--- config.mk ---
export PLATFORM = sky130hd
export DESIGN_NAME = pir_config_reads
export DESIGN_NICKNAME = d
export VERILOG_FILES = /design/src/pir_pkg.sv /design/src/pir_config_reads.sv
export SDC_FILE = /design/constraint.sdc
export NUM_CORES = 1
export LEC_CHECK = 0
export ABC_AREA = 0
export ABC_CLOCK_PERIOD_IN_PS = 3900
export BUFFER_PORTS_ARGS = -buffer_cell sky130_fd_sc_hd__buf_2
export CELL_PAD_IN_SITES_DETAIL_PLACEMENT = 1
export CELL_PAD_IN_SITES_GLOBAL_PLACEMENT = 2
export CORE_UTILIZATION = 27
export DETAILED_ROUTE_END_ITERATION = 12
export GPL_TIMING_DRIVEN = 0
export PLACE_DENSITY = 0.89
export SLEW_MARGIN = 10
export SYNTH_ARGS = -nofsm -noshare
export SYNTH_HDL_FRONTEND = slang
export SYNTH_SLANG_ARGS = --single-unit
--- constraint.sdc ---
create_clock -name clk -period 3.9 [get_ports clk]
set_clock_uncertainty 0.05 [all_clocks]
set_input_delay 0.78 -clock clk [delete_from_list [all_inputs] [get_ports clk]]
set_output_delay 0.78 -clock clk [all_outputs]
set_load 0.01 [all_outputs]
--- src/pir_pkg.sv ---
// Purpose: Shared constants and word layouts for the package config read services
// Assumes: One clock, synchronous active-high reset
// Notes: Service and parameter codes not fixed elsewhere are plain defaults here
package pir_pkg;

  // ==========================================================
  // Service indices and parameter codes
  localparam logic [7:0] SVC_PKG_ID = 8'h00;
  localparam logic [7:0] SVC_SKU_UNIT = 8'h1E;
  localparam logic [7:0] SVC_SKU_LO = 8'h1C;
  localparam logic [7:0] SVC_SKU_HI = 8'h1D;
  localparam logic [7:0] SVC_REQ_TABLE = 8'h27;
  localparam logic [15:0] ID_SIGNATURE = 16'h0000;
  localparam logic [15:0] ID_PLATFORM = 16'h0001;
  localparam logic [15:0] ID_DEVICE = 16'h0002;
  localparam logic [15:0] ID_THREADS = 16'h0003;
  localparam logic [15:0] ID_MICROCODE = 16'h0004;
  localparam logic [15:0] ID_MACHINE_CHECK = 16'h0005;

  // ==========================================================
  // Fixed values
  // Arbitrary neutral identity value
  localparam logic [31:0] PCU_DEVICE_ID = 32'h0000_0ABC;
  localparam logic [3:0] UNIT_POWER_DEF = 4'h3;
  localparam logic [4:0] UNIT_ENERGY_DEF = 5'h10;
  localparam logic [3:0] UNIT_TIME_DEF = 4'hA;
  localparam logic [1:0] STRIKE_LIMIT = 2'h3;

  // ==========================================================
  // Word layouts, most significant field first
  typedef struct packed {
    logic [3:0] rsvd_hi;
    logic [7:0] ext_family;
    logic [3:0] ext_model;
    logic [1:0] rsvd_mid;
    logic [1:0] proc_type;
    logic [3:0] family;
    logic [3:0] model;
    logic [3:0] stepping;
  } pir_sig_word_type;

  typedef struct packed {
    logic cat_err;
    logic int_err;
    logic mc_err;
    logic [28:0] source_log;
  } pir_mc_word_type;

  typedef struct packed {
    logic [11:0] rsvd_hi;
    logic [3:0] time_unit;
    logic [2:0] rsvd_mid;
    logic [4:0] energy_unit;
    logic [3:0] rsvd_lo;
    logic [3:0] power_unit;
  } pir_unit_word_type;

  localparam pir_unit_word_type UNIT_WORD = '{rsvd_hi: 12'h000, time_unit: UNIT_TIME_DEF,
    rsvd_mid: 3'h0, energy_unit: UNIT_ENERGY_DEF, rsvd_lo: 4'h0, power_unit: UNIT_POWER_DEF};

  typedef struct packed {
    logic [8:0] rsvd_63;
    logic [6:0] max_window;
    logic rsvd_47;
    logic [14:0] max_power;
    logic rsvd_31;
    logic [14:0] min_power;
    logic rsvd_15;
    logic [14:0] design_thermal_power;
  } pir_sku_word_type;

  typedef struct packed {
    logic read_mode;
    logic [4:0] rsvd;
    logic [1:0] bank;
    logic [3:0] entry;
    logic [3:0] slice;
  } pir_tbl_param_type;

  typedef struct packed {
    logic [26:0] rsvd;
    logic valid;
    logic [3:0] core_id;
  } pir_core_word_type;

  // ==========================================================
  // Block state
  typedef enum logic [1:0] {PH_IDLE, PH_ADDR, PH_DATA} pir_phase_type;

  typedef struct packed {
    pir_phase_type phase;
    logic rsp_valid;
    logic rsp_ok;
    logic [31:0] rsp_data;
    logic tbl_en;
    logic [3:0] tbl_slice;
    logic [3:0] tbl_entry;
    logic [1:0] tbl_bank;
    logic [1:0] strikes;
    logic mc_err;
    logic int_err;
    logic cat_err;
    logic sku_loaded;
    pir_sku_word_type sku;
  } pir_state_type;

  localparam pir_state_type STATE_RST = '{phase: PH_IDLE, rsp_valid: 1'b0, rsp_ok: 1'b0,
    rsp_data: 32'h0000_0000, tbl_en: 1'b0, tbl_slice: 4'h0, tbl_entry: 4'h0, tbl_bank: 2'h0,
    strikes: 2'h0, mc_err: 1'b0, int_err: 1'b0, cat_err: 1'b0, sku_loaded: 1'b0,
    sku: 64'h0000_0000_0000_0000};

endpackage

--- src/pir_config_reads.sv ---
// Purpose: Answers package config read services with identity, error, unit and SKU words
// Assumes: Host waits for rsp_valid before issuing the next request
// Notes: Request table reads go through a one-cycle external read port
//
// Behaviour
// - Service 39 returns table entries for enabled cores after three strikes, or core id with valid.
// - Signature word packs stepping, model, family, type, extended model and family.
// - Platform read returns the three platform flag bits in bits 2:0.
// - Power control unit identity is a fixed constant for all variants.
// - Thread count read reports supported threads regardless of disabled cores.
// - Microcode read returns the 32-bit combined microcode and firmware revision.
// - Machine check word sets bits 29, 30, 31 on errors; log in 28:0.
// - Power unit field, bits 3:0, defaults to 0011.
// - Energy unit field, bits 12:8, defaults to 10000.
// - Time unit field, bits 19:16, defaults to 1010.
// - A unit is one second, joule or watt over two to the field.
// - The 64-bit SKU word is read as two separate 32-bit halves.
// - SKU power values are scaled by the power unit field.
// - SKU data is loaded at boot from fixed variant defaults.
// - SKU bits 14:0 hold design power, bits 46:32 maximum power.
// - SKU bits 30:16 hold the minimum package power for both limits.
// - SKU bits 54:48 hold the maximum time window.
`timescale 1ns/100ps

module pir_config_reads (
  input wire logic clk,
  input wire logic rst,
  input wire logic req_valid,
  input wire logic [7:0] req_index,
  input wire logic [15:0] req_param,
  output logic rsp_valid,
  output logic rsp_ok,
  output logic [31:0] rsp_data,
  input wire pir_pkg::pir_sig_word_type signature,
  input wire logic [2:0] platform_flags,
  input wire logic [7:0] max_thread_count,
  input wire logic [31:0] microcode_rev,
  input wire logic machine_check_error_flag,
  input wire logic internal_error_flag,
  input wire logic catastrophic_error_signal_n,
  input wire logic [28:0] error_source_log,
  input wire pir_pkg::pir_sku_word_type sku_default,
  input wire logic [15:0] core_enable_mask,
  input wire logic timeout_strike,
  input wire logic [3:0] timeout_core_id,
  input wire logic timeout_core_valid,
  output logic table_rd_en,
  output logic [3:0] table_rd_slice,
  output logic [3:0] table_rd_entry,
  output logic [1:0] table_rd_bank,
  input wire logic [31:0] table_rd_data
);

  // ==========================================================
  // State
  pir_pkg::pir_state_type s_reg;
  pir_pkg::pir_state_type s_next;
  pir_pkg::pir_tbl_param_type tbl_param;
  logic req_idle;
  logic tbl_allowed;

  assign tbl_param = req_param;
  assign req_idle = req_valid && (s_reg.phase == pir_pkg::PH_IDLE);
  // Entries only exist for a core that is enabled and only once the timeout has struck thrice
  assign tbl_allowed = (s_reg.strikes == pir_pkg::STRIKE_LIMIT)
    && core_enable_mask[tbl_param.slice];

  function automatic logic id_read(input logic [15:0] code);
    id_read = req_idle && (req_index == pir_pkg::SVC_PKG_ID) && (req_param == code);
  endfunction

  function automatic logic svc_read(input logic [7:0] index);
    svc_read = req_idle && (req_index == index);
  endfunction

  // ==========================================================
  // Next state
  always_comb
  begin
    pir_pkg::pir_sig_word_type sig;
    pir_pkg::pir_mc_word_type mc;
    pir_pkg::pir_core_word_type core;
    sig = signature;
    sig.rsvd_hi = 4'h0;
    sig.rsvd_mid = 2'h0;
    mc.cat_err = s_reg.cat_err;
    mc.int_err = s_reg.int_err;
    mc.mc_err = s_reg.mc_err;
    mc.source_log = error_source_log;
    core.rsvd = 27'h0000000;
    core.valid = timeout_core_valid;
    core.core_id = timeout_core_id;
    s_next = s_reg;
    s_next.rsp_valid = 1'b0;
    s_next.tbl_en = 1'b0;

    // Strike count saturates so a later strike cannot wrap it back to zero
    if (timeout_strike && (s_reg.strikes != pir_pkg::STRIKE_LIMIT))
    begin
      s_next.strikes = s_reg.strikes + 2'h1;
    end

    // Error bits are sticky until reset; nothing else clears them
    if (machine_check_error_flag)
    begin
      s_next.mc_err = 1'b1;
    end
    if (internal_error_flag)
    begin
      s_next.int_err = 1'b1;
    end
    if (!catastrophic_error_signal_n)
    begin
      s_next.cat_err = 1'b1;
    end

    // SKU limits are taken once, on the first cycle out of reset
    if (!s_reg.sku_loaded)
    begin
      s_next.sku_loaded = 1'b1;
      s_next.sku = '0;
      s_next.sku.design_thermal_power = sku_default.design_thermal_power;
      s_next.sku.max_power = sku_default.max_power;
      s_next.sku.min_power = sku_default.min_power;
      s_next.sku.max_window = sku_default.max_window;
    end

    unique case (s_reg.phase)
      pir_pkg::PH_IDLE:
      begin
        if (req_valid)
        begin
          s_next.rsp_valid = 1'b1;
          s_next.rsp_ok = 1'b1;
          s_next.rsp_data = 32'h0000_0000;
          if (req_index == pir_pkg::SVC_PKG_ID)
          begin
            unique case (req_param)
              pir_pkg::ID_SIGNATURE: s_next.rsp_data = sig;
              pir_pkg::ID_PLATFORM: s_next.rsp_data = {29'h00000000, platform_flags};
              pir_pkg::ID_DEVICE: s_next.rsp_data = pir_pkg::PCU_DEVICE_ID;
              pir_pkg::ID_THREADS: s_next.rsp_data = {24'h000000, max_thread_count};
              pir_pkg::ID_MICROCODE: s_next.rsp_data = microcode_rev;
              pir_pkg::ID_MACHINE_CHECK: s_next.rsp_data = mc;
              default: s_next.rsp_ok = 1'b0;
            endcase
          end
          else if (req_index == pir_pkg::SVC_SKU_UNIT)
          begin
            // Host scales time, energy and power as one unit over two to each field
            s_next.rsp_data = pir_pkg::UNIT_WORD;
          end
          else if (req_index == pir_pkg::SVC_SKU_LO)
          begin
            s_next.rsp_data = s_reg.sku[31:0];
          end
          else if (req_index == pir_pkg::SVC_SKU_HI)
          begin
            s_next.rsp_data = s_reg.sku[63:32];
          end
          else if (req_index == pir_pkg::SVC_REQ_TABLE)
          begin
            if (tbl_param.read_mode)
            begin
              s_next.rsp_data = core;
            end
            else if (tbl_allowed)
            begin
              // The answer waits for the external table port
              s_next.rsp_valid = 1'b0;
              s_next.tbl_en = 1'b1;
              s_next.tbl_slice = tbl_param.slice;
              s_next.tbl_entry = tbl_param.entry;
              s_next.tbl_bank = tbl_param.bank;
              s_next.phase = pir_pkg::PH_ADDR;
            end
            else
            begin
              s_next.rsp_ok = 1'b0;
            end
          end
          else
          begin
            s_next.rsp_ok = 1'b0;
          end
        end
      end
      pir_pkg::PH_ADDR:
      begin
        s_next.phase = pir_pkg::PH_DATA;
      end
      pir_pkg::PH_DATA:
      begin
        s_next.rsp_valid = 1'b1;
        s_next.rsp_ok = 1'b1;
        s_next.rsp_data = table_rd_data;
        s_next.phase = pir_pkg::PH_IDLE;
      end
      default:
      begin
        s_next.phase = pir_pkg::PH_IDLE;
      end
    endcase
  end

  always_ff @(posedge clk)
  begin
    if (rst)
    begin
      s_reg <= pir_pkg::STATE_RST;
    end
    else
    begin
      s_reg <= s_next;
    end
  end

  // ==========================================================
  // Outputs
  assign rsp_valid = s_reg.rsp_valid;
  assign rsp_ok = s_reg.rsp_ok;
  assign rsp_data = s_reg.rsp_data;
  assign table_rd_en = s_reg.tbl_en;
  assign table_rd_slice = s_reg.tbl_slice;
  assign table_rd_entry = s_reg.tbl_entry;
  assign table_rd_bank = s_reg.tbl_bank;
endmodule

==> results list, run 1 <==
* Drt pass-1 iters: 6
- Leading post-synthesis cells by instance count: 105 x sky130_fd_sc_hd__dfxtp_1, 74 x sky130_fd_sc_hd__nor2_1, 72 x sky130_fd_sc_hd__mux2i_1
* Path class of the lowest-slack min-delay path: flip-flop to flip-flop
* Area of the mapped netlist: 0.00587 sq mm
* Library cell used as clock root buffer: sky130_fd_sc_hd__clkbuf_16
* Post-layout utilization of the core: 37.4%
- Multiplexer fraction of the synthesized cell area: between 10% and 20%
* Number of I/O pins: between 200 and 300
- After clock tree synthesis, the clock-pin slew on the worst setup and hold paths is around 0.080 ns.
- For this run, the number of Yosys warnings is 0.
* Tmin final: 3.06 ns
- Type of element launching the critical path: input port
- The number of nets handed over by synthesis was 916.
- sky130_fd_sc_hd__dfxtp_1 takes more of the synthesized area than any other cell.
- FFs w/ async S/R, synth: 0%
- Data arrives at the worst endpoint at ~3.3 ns.
- Global-route wire length before repair: about 40 mm
* Maximum resistive drop on vdd: 186 uV
- Parity-gate share of the synthesized area counting xor and xnor cells: 0.149%
- Final antenna-violating net count: 0
- Full die area: ~0.022 sq mm
- In this run the critical register-to-register path is launched from s_reg[116].
* Number of port buffers: 275
* Nature of the critical path endpoint: flip-flop
- The endpoint identified for the worst register-to-register timing path is rsp_data[2].
* Vertical die dimension: between 100 and 150 um
- Number of violations of the max-capacitance limit: 0
- Number of instances resized during post-cts repair: 0
- Share of the synthesized area in the top cell type: 35.8%
- Number of stages on the worst hold path: 2
- Clock tree synthesis inserted a total of 9 buffers.
- Worst setup slack for register-to-register paths: 1.21 ns
- Final design area excluding fillers: 0.00791 sq mm
* Pre-CTS WS: 0.486 ns
* Adder-cell area share of the yosys netlist: 0.213%
- The hold violation count in the final report was 0.
- Hold Crit Endpoint: s_reg[65]
* Final non-filler cell total: approximately 1200
- Post-synthesis instance total: 663
- Relative slew slack: 37.8%
* Largest net degree at the start of global routing: 20
- Yosys mapped a number of flops with a built-in enable equal to 0.
- Routability-driven placement finished with a final weighted congestion of approximately 0.9.
- The worst path uses 78.5% of the clock period.
* Overall Global Routing Usage: about a quarter
- Total number of vias: about 6400
- Kind of critical path: input port to flip-flop
- Synthesis instantiated 73 different standard cells from the library.
* Post-synth top flop: sky130_fd_sc_hd__dfxtp_1
- Dividing the detail-routed wire length by the instance count gives approximately 23 um.
- In the routed design, unresolved DRC markers number 0.
- Seq cells post-synth: 105
* Startpoint of the lowest-slack hold path: s_reg[65]
- Depth of the CTS H-tree: 3
* Run status: completed
* Post-placement cell count: about 1200
- Rows: 53
- Die boundary width: 149 um
- A synthesized cell averages 8.85 sq um.
- Number of fill cells in the layout: 2600
- Hold repair after CTS inserted 0 buffers.
- The synthesized netlist devotes between 10% and 20% of its cell area to simple gates.
- In this run the power density over the cells is a little over 300 mW/mm^2.
* Synthesis-to-finish area growth: 34.8%
* Largest register FFs: 60
* Core area: 0.0212 sq mm
- Number of global-route vias before repair: 6533
- Once detailed placement completed, the half-perimeter wirelength came to 22.6 mm.
* Iter 0 DRT Violations: 440
* Buffers inserted during post-CTS setup optimization: 0
- The post-route netlist has 38.6% of its cells at a drive strength greater than 1.
* Static Leakage: 3.58 nW
- No sink is reached through more buffers than the 2 on the longest clock path.
- The design draws 2.45 mW.
- After synthesis, the largest family of logic cells by area is compound AO/OA/AOI/OAI gates.
- Post-layout nets: 1202
- Fmax: between 300 and 400 MHz
- Final-report max-slew violation count: 0
* WL final: 28.0 mm
- At the pin with the least slew margin, the transition time is 0.934 ns.
* Reg2Reg Depth: 7
- Number of antenna violations at the first check in global routing: 2
- Clock insertion delay at the later pin of the skew report: 0.36 ns
- Adding up every negative setup slack in the final design gives 0 ns.
- For this run, the register share of the synthesized area comes to between 30% and 40%.
- Unrepaired setup endpoints after global routing: no
* Worst path required time: 4.13 ns
- Largest cells by area after synthesis: sky130_fd_sc_hd__dfxtp_1 36%, sky130_fd_sc_hd__mux2i_1 12%, sky130_fd_sc_hd__buf_4 5.8%, sky130_fd_sc_hd__nor2_1 4.7%, sky130_fd_sc_hd__a22oi_1 3.7%
- The tree built by TritonCTS fans out to 105 sinks.
- Along the worst path, the maximum fanout reaches 10.
- Across all hold checks on the routed design, the worst slack comes to 0.403 ns.
* Most common cell in the netlist: sky130_fd_sc_hd__dfxtp_1
- Final-report setup violation count: 0
* Initial standard-cell utilization of the core: 27.7%
- In the post-route analysis, the smallest setup slack over all paths is between 0.8 and 0.9 ns.
- Compound-gate portion of the synthesized area: 21.9%
- In this run the cell area measured after placement is 0.00759 sq mm.
- Via-to-Cell Ratio: 5.23
* TritonCTS clock tree: done
- Overall overflow remaining after global route: 0
worst max path at each step:
stage / from / to / slack (ns)
floorplan: req_index[1] / table_rd_bank[0] / 1.32
finish: req_param[13] / rsp_data[0] / 0.84
CTS: req_param[13] / rsp_data[2] / 0.86
detailed placement: req_param[13] / rsp_data[25] / 0.49
global placement: req_param[13] / rsp_data[2] / 0.55
global route: req_param[13] / rsp_data[2] / 0.72
cell families (layout without fill, tap and decap cells):
kind of cell / count (synthesis) / count (layout)
AO/OA/AOI/OAI: 171 / 171
XOR/XNOR: 1 / 1
adder cells (fa/ha/maj): 1 / 1
buffers and inverters: 102 / 393
flip-flops: 105 / 105
multiplexers: 73 / 73
other: 0 / 2
AND/OR/NAND/NOR: 210 / 210
critical path, stage by stage:
cell	delay, ns
sky130_fd_sc_hd__buf_2	0.09
sky130_fd_sc_hd__or4_1	0.59
sky130_fd_sc_hd__buf_2	0.25
sky130_fd_sc_hd__nor4_4	0.36
sky130_fd_sc_hd__clkbuf_1	0.71
sky130_fd_sc_hd__a22oi_1	0.29
sky130_fd_sc_hd__a2bb2oi_1	0.21
report_power, final:
group / total, mW / internal, mW / switching [mW]
registers: 1.14 / 1.11 / 0.0245
clock network: 0.983 / 0.513 / 0.471
logic: 0.334 / 0.154 / 0.180
total: 2.45 / 1.78 / 0.675
per-layer routing:
metal / track usage, % / vias up / share of wire, %
met3: 4.39 / 35 / 6.2
met1: 32.2 / 3106 / 45
met4: 7.86 / 0 / 2.0
met2: 41.4 / 261 / 47
met5: 0 / - / 0
li1: - / 3034 / -
cells in the final DEF, fill, tap and decap left out, drive strengths merged, types with 9 or more instances in the layout:
cell type / instances
buf: 338
clkbuf: 41
nand2: 34
a22o: 17
nor4: 10
dfxtp: 105
o21ai: 28
nor2: 75
nor3: 9
and3: 9
a22oi: 30
a222oi: 21
nand3: 22
a21oi: 22
mux2i: 72
cell type report:
type / count / area, sq um / share of cell area (%)
Buffer: 95 / 567 / 7.16
Timing Repair Buffer: 275 / 1380 / 17.4
Multi-Input combinational cell: 456 / 3180 / 40.2
Sequential cell: 105 / 2100 / 26.6
Clock inverter: 7 / 88.8 / 1.12
Clock buffer: 9 / 225 / 2.85
Tap cell: 275 / 344 / 4.35
Antenna cell: 2 / 5.00 / 0.0633
Inverter: 7 / 26.3 / 0.332
(Power assumes the default switching activity.)
==> run 2, diff against run 1 <==
- ABC_AREA: 0 -> 1
- ABC_CLOCK_PERIOD_IN_PS: 3900 -> 3050
- CORE_UTILIZATION: 27 -> 23
- PLACE_DENSITY: 0.89 -> 0.86
- clock period: 3.9 -> 3.05 ns (I/O delays scaled with it)
==> results list, run 2 <==
- The number of instances in the synthesized netlist came to 930 (+40%).
* Nature of the critical path endpoint: flip-flop
- The final weighted congestion in routability-driven placement was 0.802 (-10%).
* Psw: 0.861 mW (+27%)
- Final design area excluding fillers: 0.00803 sq mm (+1.5%)
* Synth Area per Inst: 6.36 sq um (-28%)
- Drt pass-1 iters: 4 (-2)
* Cell-internal power: 2.20 mW (+24%)
* Number of distinct standard cells referenced by the synthesized netlist: 36 (-51%)
- The number of global-route vias before repair came to 6978 (+6.8%).
* Instance area at placement: 0.00771 sq mm (+1.7%)
* Number of hold violations in the final report: 0 (unchanged)
- Part of the cycle the worst path needs: 68.1%
* Largest register FFs: 60 (unchanged)
- The total routing usage reported by global routing is 20.0% (-4.8 points).
- sky130_fd_sc_hd__dfxtp_1 takes more of the synthesized area than any other cell.
- Area of the mapped netlist: 0.00592 sq mm (+0.90%)
- The share of total power in sequential cells came to 47.6% (+1.3 points).
- TritonCTS clock tree: done
- Kind of critical path: flip-flop to flip-flop
* Total number of vias: 6896 (+7.1%)
- Setup TNS: 0 ns (unchanged)
* Arrival time reported for the critical path endpoint: 2.24 ns (-1.05 ns)
* Switch share: 28.1% (+0.57 points)
- Via-to-Cell Ratio: 4.43 (-15%)
- Combinational Power Share: 12.7% (-0.9 points)
* Clock insertion delay at the later pin of the skew report: 0.36 ns (about the same)
* Slew @ Worst Pin: 0.712 ns (-0.221 ns)
- Largest delay contributor family on the critical path: simple AND/OR/NAND/NOR gates
* Most common cell in the netlist: sky130_fd_sc_hd__nand2_1
* Fmax: slightly below 500 MHz
- Total number of yosys warnings: 0 (unchanged)
- Buffers inserted during post-CTS setup optimization: 0 (unchanged)
- The count of flip-flops with a built-in enable after synthesis is 0 (unchanged).
- Final antenna-violating net count: 0 (unchanged)
- The number of remaining DRC errors came to 0 (unchanged).
* Run status: completed
- Number of instances resized during post-cts repair: 0 (unchanged)
* Tmin final: 2.08 ns
- The chip height is 162 um (+8.7%).
* Post-layout utilization of the core: 31.9% (-5.5 points)
* Path class of the lowest-slack min-delay path: input port to flip-flop
* Critical path buffer and inverter count: 4 (+1)
- Depth of the CTS H-tree: 3 (unchanged)
- Seq cells post-synth: 105 (unchanged)
- Critical path's largest stage delay: 0.41 ns (-0.30 ns)
- Global-route wire length before repair: 39.5 mm (-1.2%)
* Cell repeated most along the worst path: sky130_fd_sc_hd__inv_1
* Full die area: 0.0264 sq mm (+18%)
- Die boundary width: 162 um (+8.7%)
* FFs w/ async S/R, synth: 0% (unchanged)
- Final non-filler cell total: 1556 (+26%)
* Relative slew slack: 52.5% (+15 points)
- Clock power share: 39.8% (-0.3 points)
- The wire length after detailed routing is 26.6 mm (-4.8%).
- The number of instances in the placed design came to 1536 (+27%).
- Final WS setup: 0.974 ns (+0.135 ns)
* Part of the Yosys area used for sequential elements: 35.5% (-0.32 points)
- Core area: 0.0252 sq mm (+19%)
* Unrepaired setup endpoints after global routing: no
- Maximum resistive drop on vdd: 263 uV (+41%)
* Highest-count cells in the layout ignoring fill and taps: 286 x sky130_fd_sc_hd__buf_2, 267 x sky130_fd_sc_hd__nand2_1, 146 x sky130_fd_sc_hd__nor2_1, 105 x sky130_fd_sc_hd__dfxtp_1, 72 x sky130_fd_sc_hd__o21ai_0
- Overall overflow remaining after global route: 0 (unchanged)
* HPWL after detailed placement: 22.4 mm (-0.92%)
* Type of element launching the critical path: flip-flop
- The maximum fanout count along the critical path is 10 (unchanged).
* Worst hold margin: 0.374 ns (-0.0292 ns)
* Share of final-layout standard cells stronger than drive strength 1: 31.0% (-7.6 points)
* Number of I/O pins: 297 (unchanged)
- Leading post-synthesis cells by instance count: 267 x sky130_fd_sc_hd__nand2_1, 146 x sky130_fd_sc_hd__nor2_1, 105 x sky130_fd_sc_hd__dfxtp_1
- Pre-CTS WS: 0.526 ns (+0.0399 ns)
- Number of violations of the max-capacitance limit: 0 (unchanged)
* Iter 0 DRT Violations: 282 (-36%)
- Most common library cell in the layout ignoring fill and taps: sky130_fd_sc_hd__buf_2
* Number of fill cells in the layout: 3354 (+29%)
- The sum of internal, switching and leakage power came to 3.06 mW (+25%).
* Number of port buffers: 276 (+0.36%)
- Total CTS buffers: 9 (unchanged)
- The initial antenna violation count was 4 (+2).
- The largest net degree at the start of global routing came to 21 (+5.0%).
* Initial standard-cell utilization of the core: 23.5% (-4.2 points)
- The detail-routed net length per standard cell is 17.1 um (-25%).
- The ratio of total power to cell area is 381 mW/mm^2 (+23%).
- The deepest clock path buffer count is 2 (unchanged).
* Cts-stage hold buffer count: 0 (unchanged)
- The data required time of the worst path was 3.22 ns (-0.91 ns).
- Critical-path cell with the highest stage delay: sky130_fd_sc_hd__nor2_1
- Rows: 58 (+9.4%)
* Post-synth top flop: sky130_fd_sc_hd__dfxtp_1
* Static Leakage: 4.05 nW (+13%)
* # clock sinks: 105 (unchanged)
- The number of setup violations in the final report is 0 (unchanged).
- Relative to the synthesized area, the layout overhead comes to 35.7%.
* Clock-pin slew of the registers on the worst-case setup and hold paths: 0.08 ns (about the same)
- Cell chain of the critical path: inv_1, nor2_1, inv_1, nand2_1, inv_2, clkbuf_1, a22oi_1, a21oi_1
- Share of the synthesized area in the top cell type: 35.5% (-0.32 points)
- The total nets after synthesis is 1183 (+29%).
* Largest cells by area after synthesis: sky130_fd_sc_hd__dfxtp_1 36%, sky130_fd_sc_hd__nand2_1 17%, sky130_fd_sc_hd__nor2_1 9.3%, sky130_fd_sc_hd__o21ai_0 6.1%, sky130_fd_sc_hd__buf_4 6.0%
* Library cell used as clock root buffer: sky130_fd_sc_hd__clkbuf_16
- The layout net count was 1470 (+22%).
- The number of slew-limit violations in the final report was 0 (unchanged).
-- run 2: changes by cell type after synthesis, sizes merged, moves of 9 or more --
cell and change:
nand2 +237, nor2 +79, mux2i -72, inv +56, o21ai +54, a21oi +31
nand3 +29, a222oi -21, a22oi -15, and3 -9, nor4 -9
-- run 2: area by class of cell --
cell class,count,area (sq um),share of cell area (%)
Timing Repair Buffer,276,1380,17.2
Clock buffer,10,239,2.98
Antenna cell,4,10.0,0.125
Multi-Input combinational cell,672,3030,37.7
Buffer,90,549,6.84
Tap cell,330,413,5.14
Clock inverter,6,70.1,0.872
Inverter,63,236,2.94
Sequential cell,105,2100,26.2
-- run 2: kinds of logic (layout without fill, tap and decap cells) --
| logic type | Yosys count | after routing | synth area share, % |
|---|---|---|---|
| AO/OA/AOI/OAI | 172 | 172 | 16.2 |
| other | 0 | 4 | 0 |
| flip-flops | 105 | 105 | 35.5 |
| AND/OR/NAND/NOR | 498 | 498 | 34.6 |
| XOR/XNOR | 1 | 1 | 0.148 |
| adder cells (fa/ha/maj) | 1 | 1 | 0.211 |
| buffers and inverters | 153 | 445 | 13.3 |
-- run 2: power groups by stage --
| stage | registers, mW | logic (mW) | clock network (mW) |
|---|---|---|---|
| 2_1_floorplan | 1.48 | 0.165 | 0 |
| 3_5_place_dp | 1.49 | 0.393 | 0 |
| 5_1_grt | 1.46 | 0.436 | 1.30 |
| 4_1_cts | 1.46 | 0.395 | 1.25 |
| 3_3_place_gp | 1.49 | 0.385 | 0 |
| 6_report | 1.46 | 0.389 | 1.22 |
-- run 2: final timing paths --
check | from | to | cells after the start | slack [ns]
worst max-delay path | s_reg[116] | rsp_data[14] | 8 | 0.97
worst min register to register | s_reg[13] | s_reg[13] | 2 | 0.41
worst min-delay path | catastrophic_error_signal_n | s_reg[65] | 2 | 0.37
worst max register to register | s_reg[116] | rsp_data[14] | 8 | 0.97
-- run 2: metal layers --
layer  share of wire, %  global-route usage [%]
met2                 49                    35.2
met4                1.1                    4.72
met5                  0                       0
met1                 46                    25.5
met3                4.6                    3.00
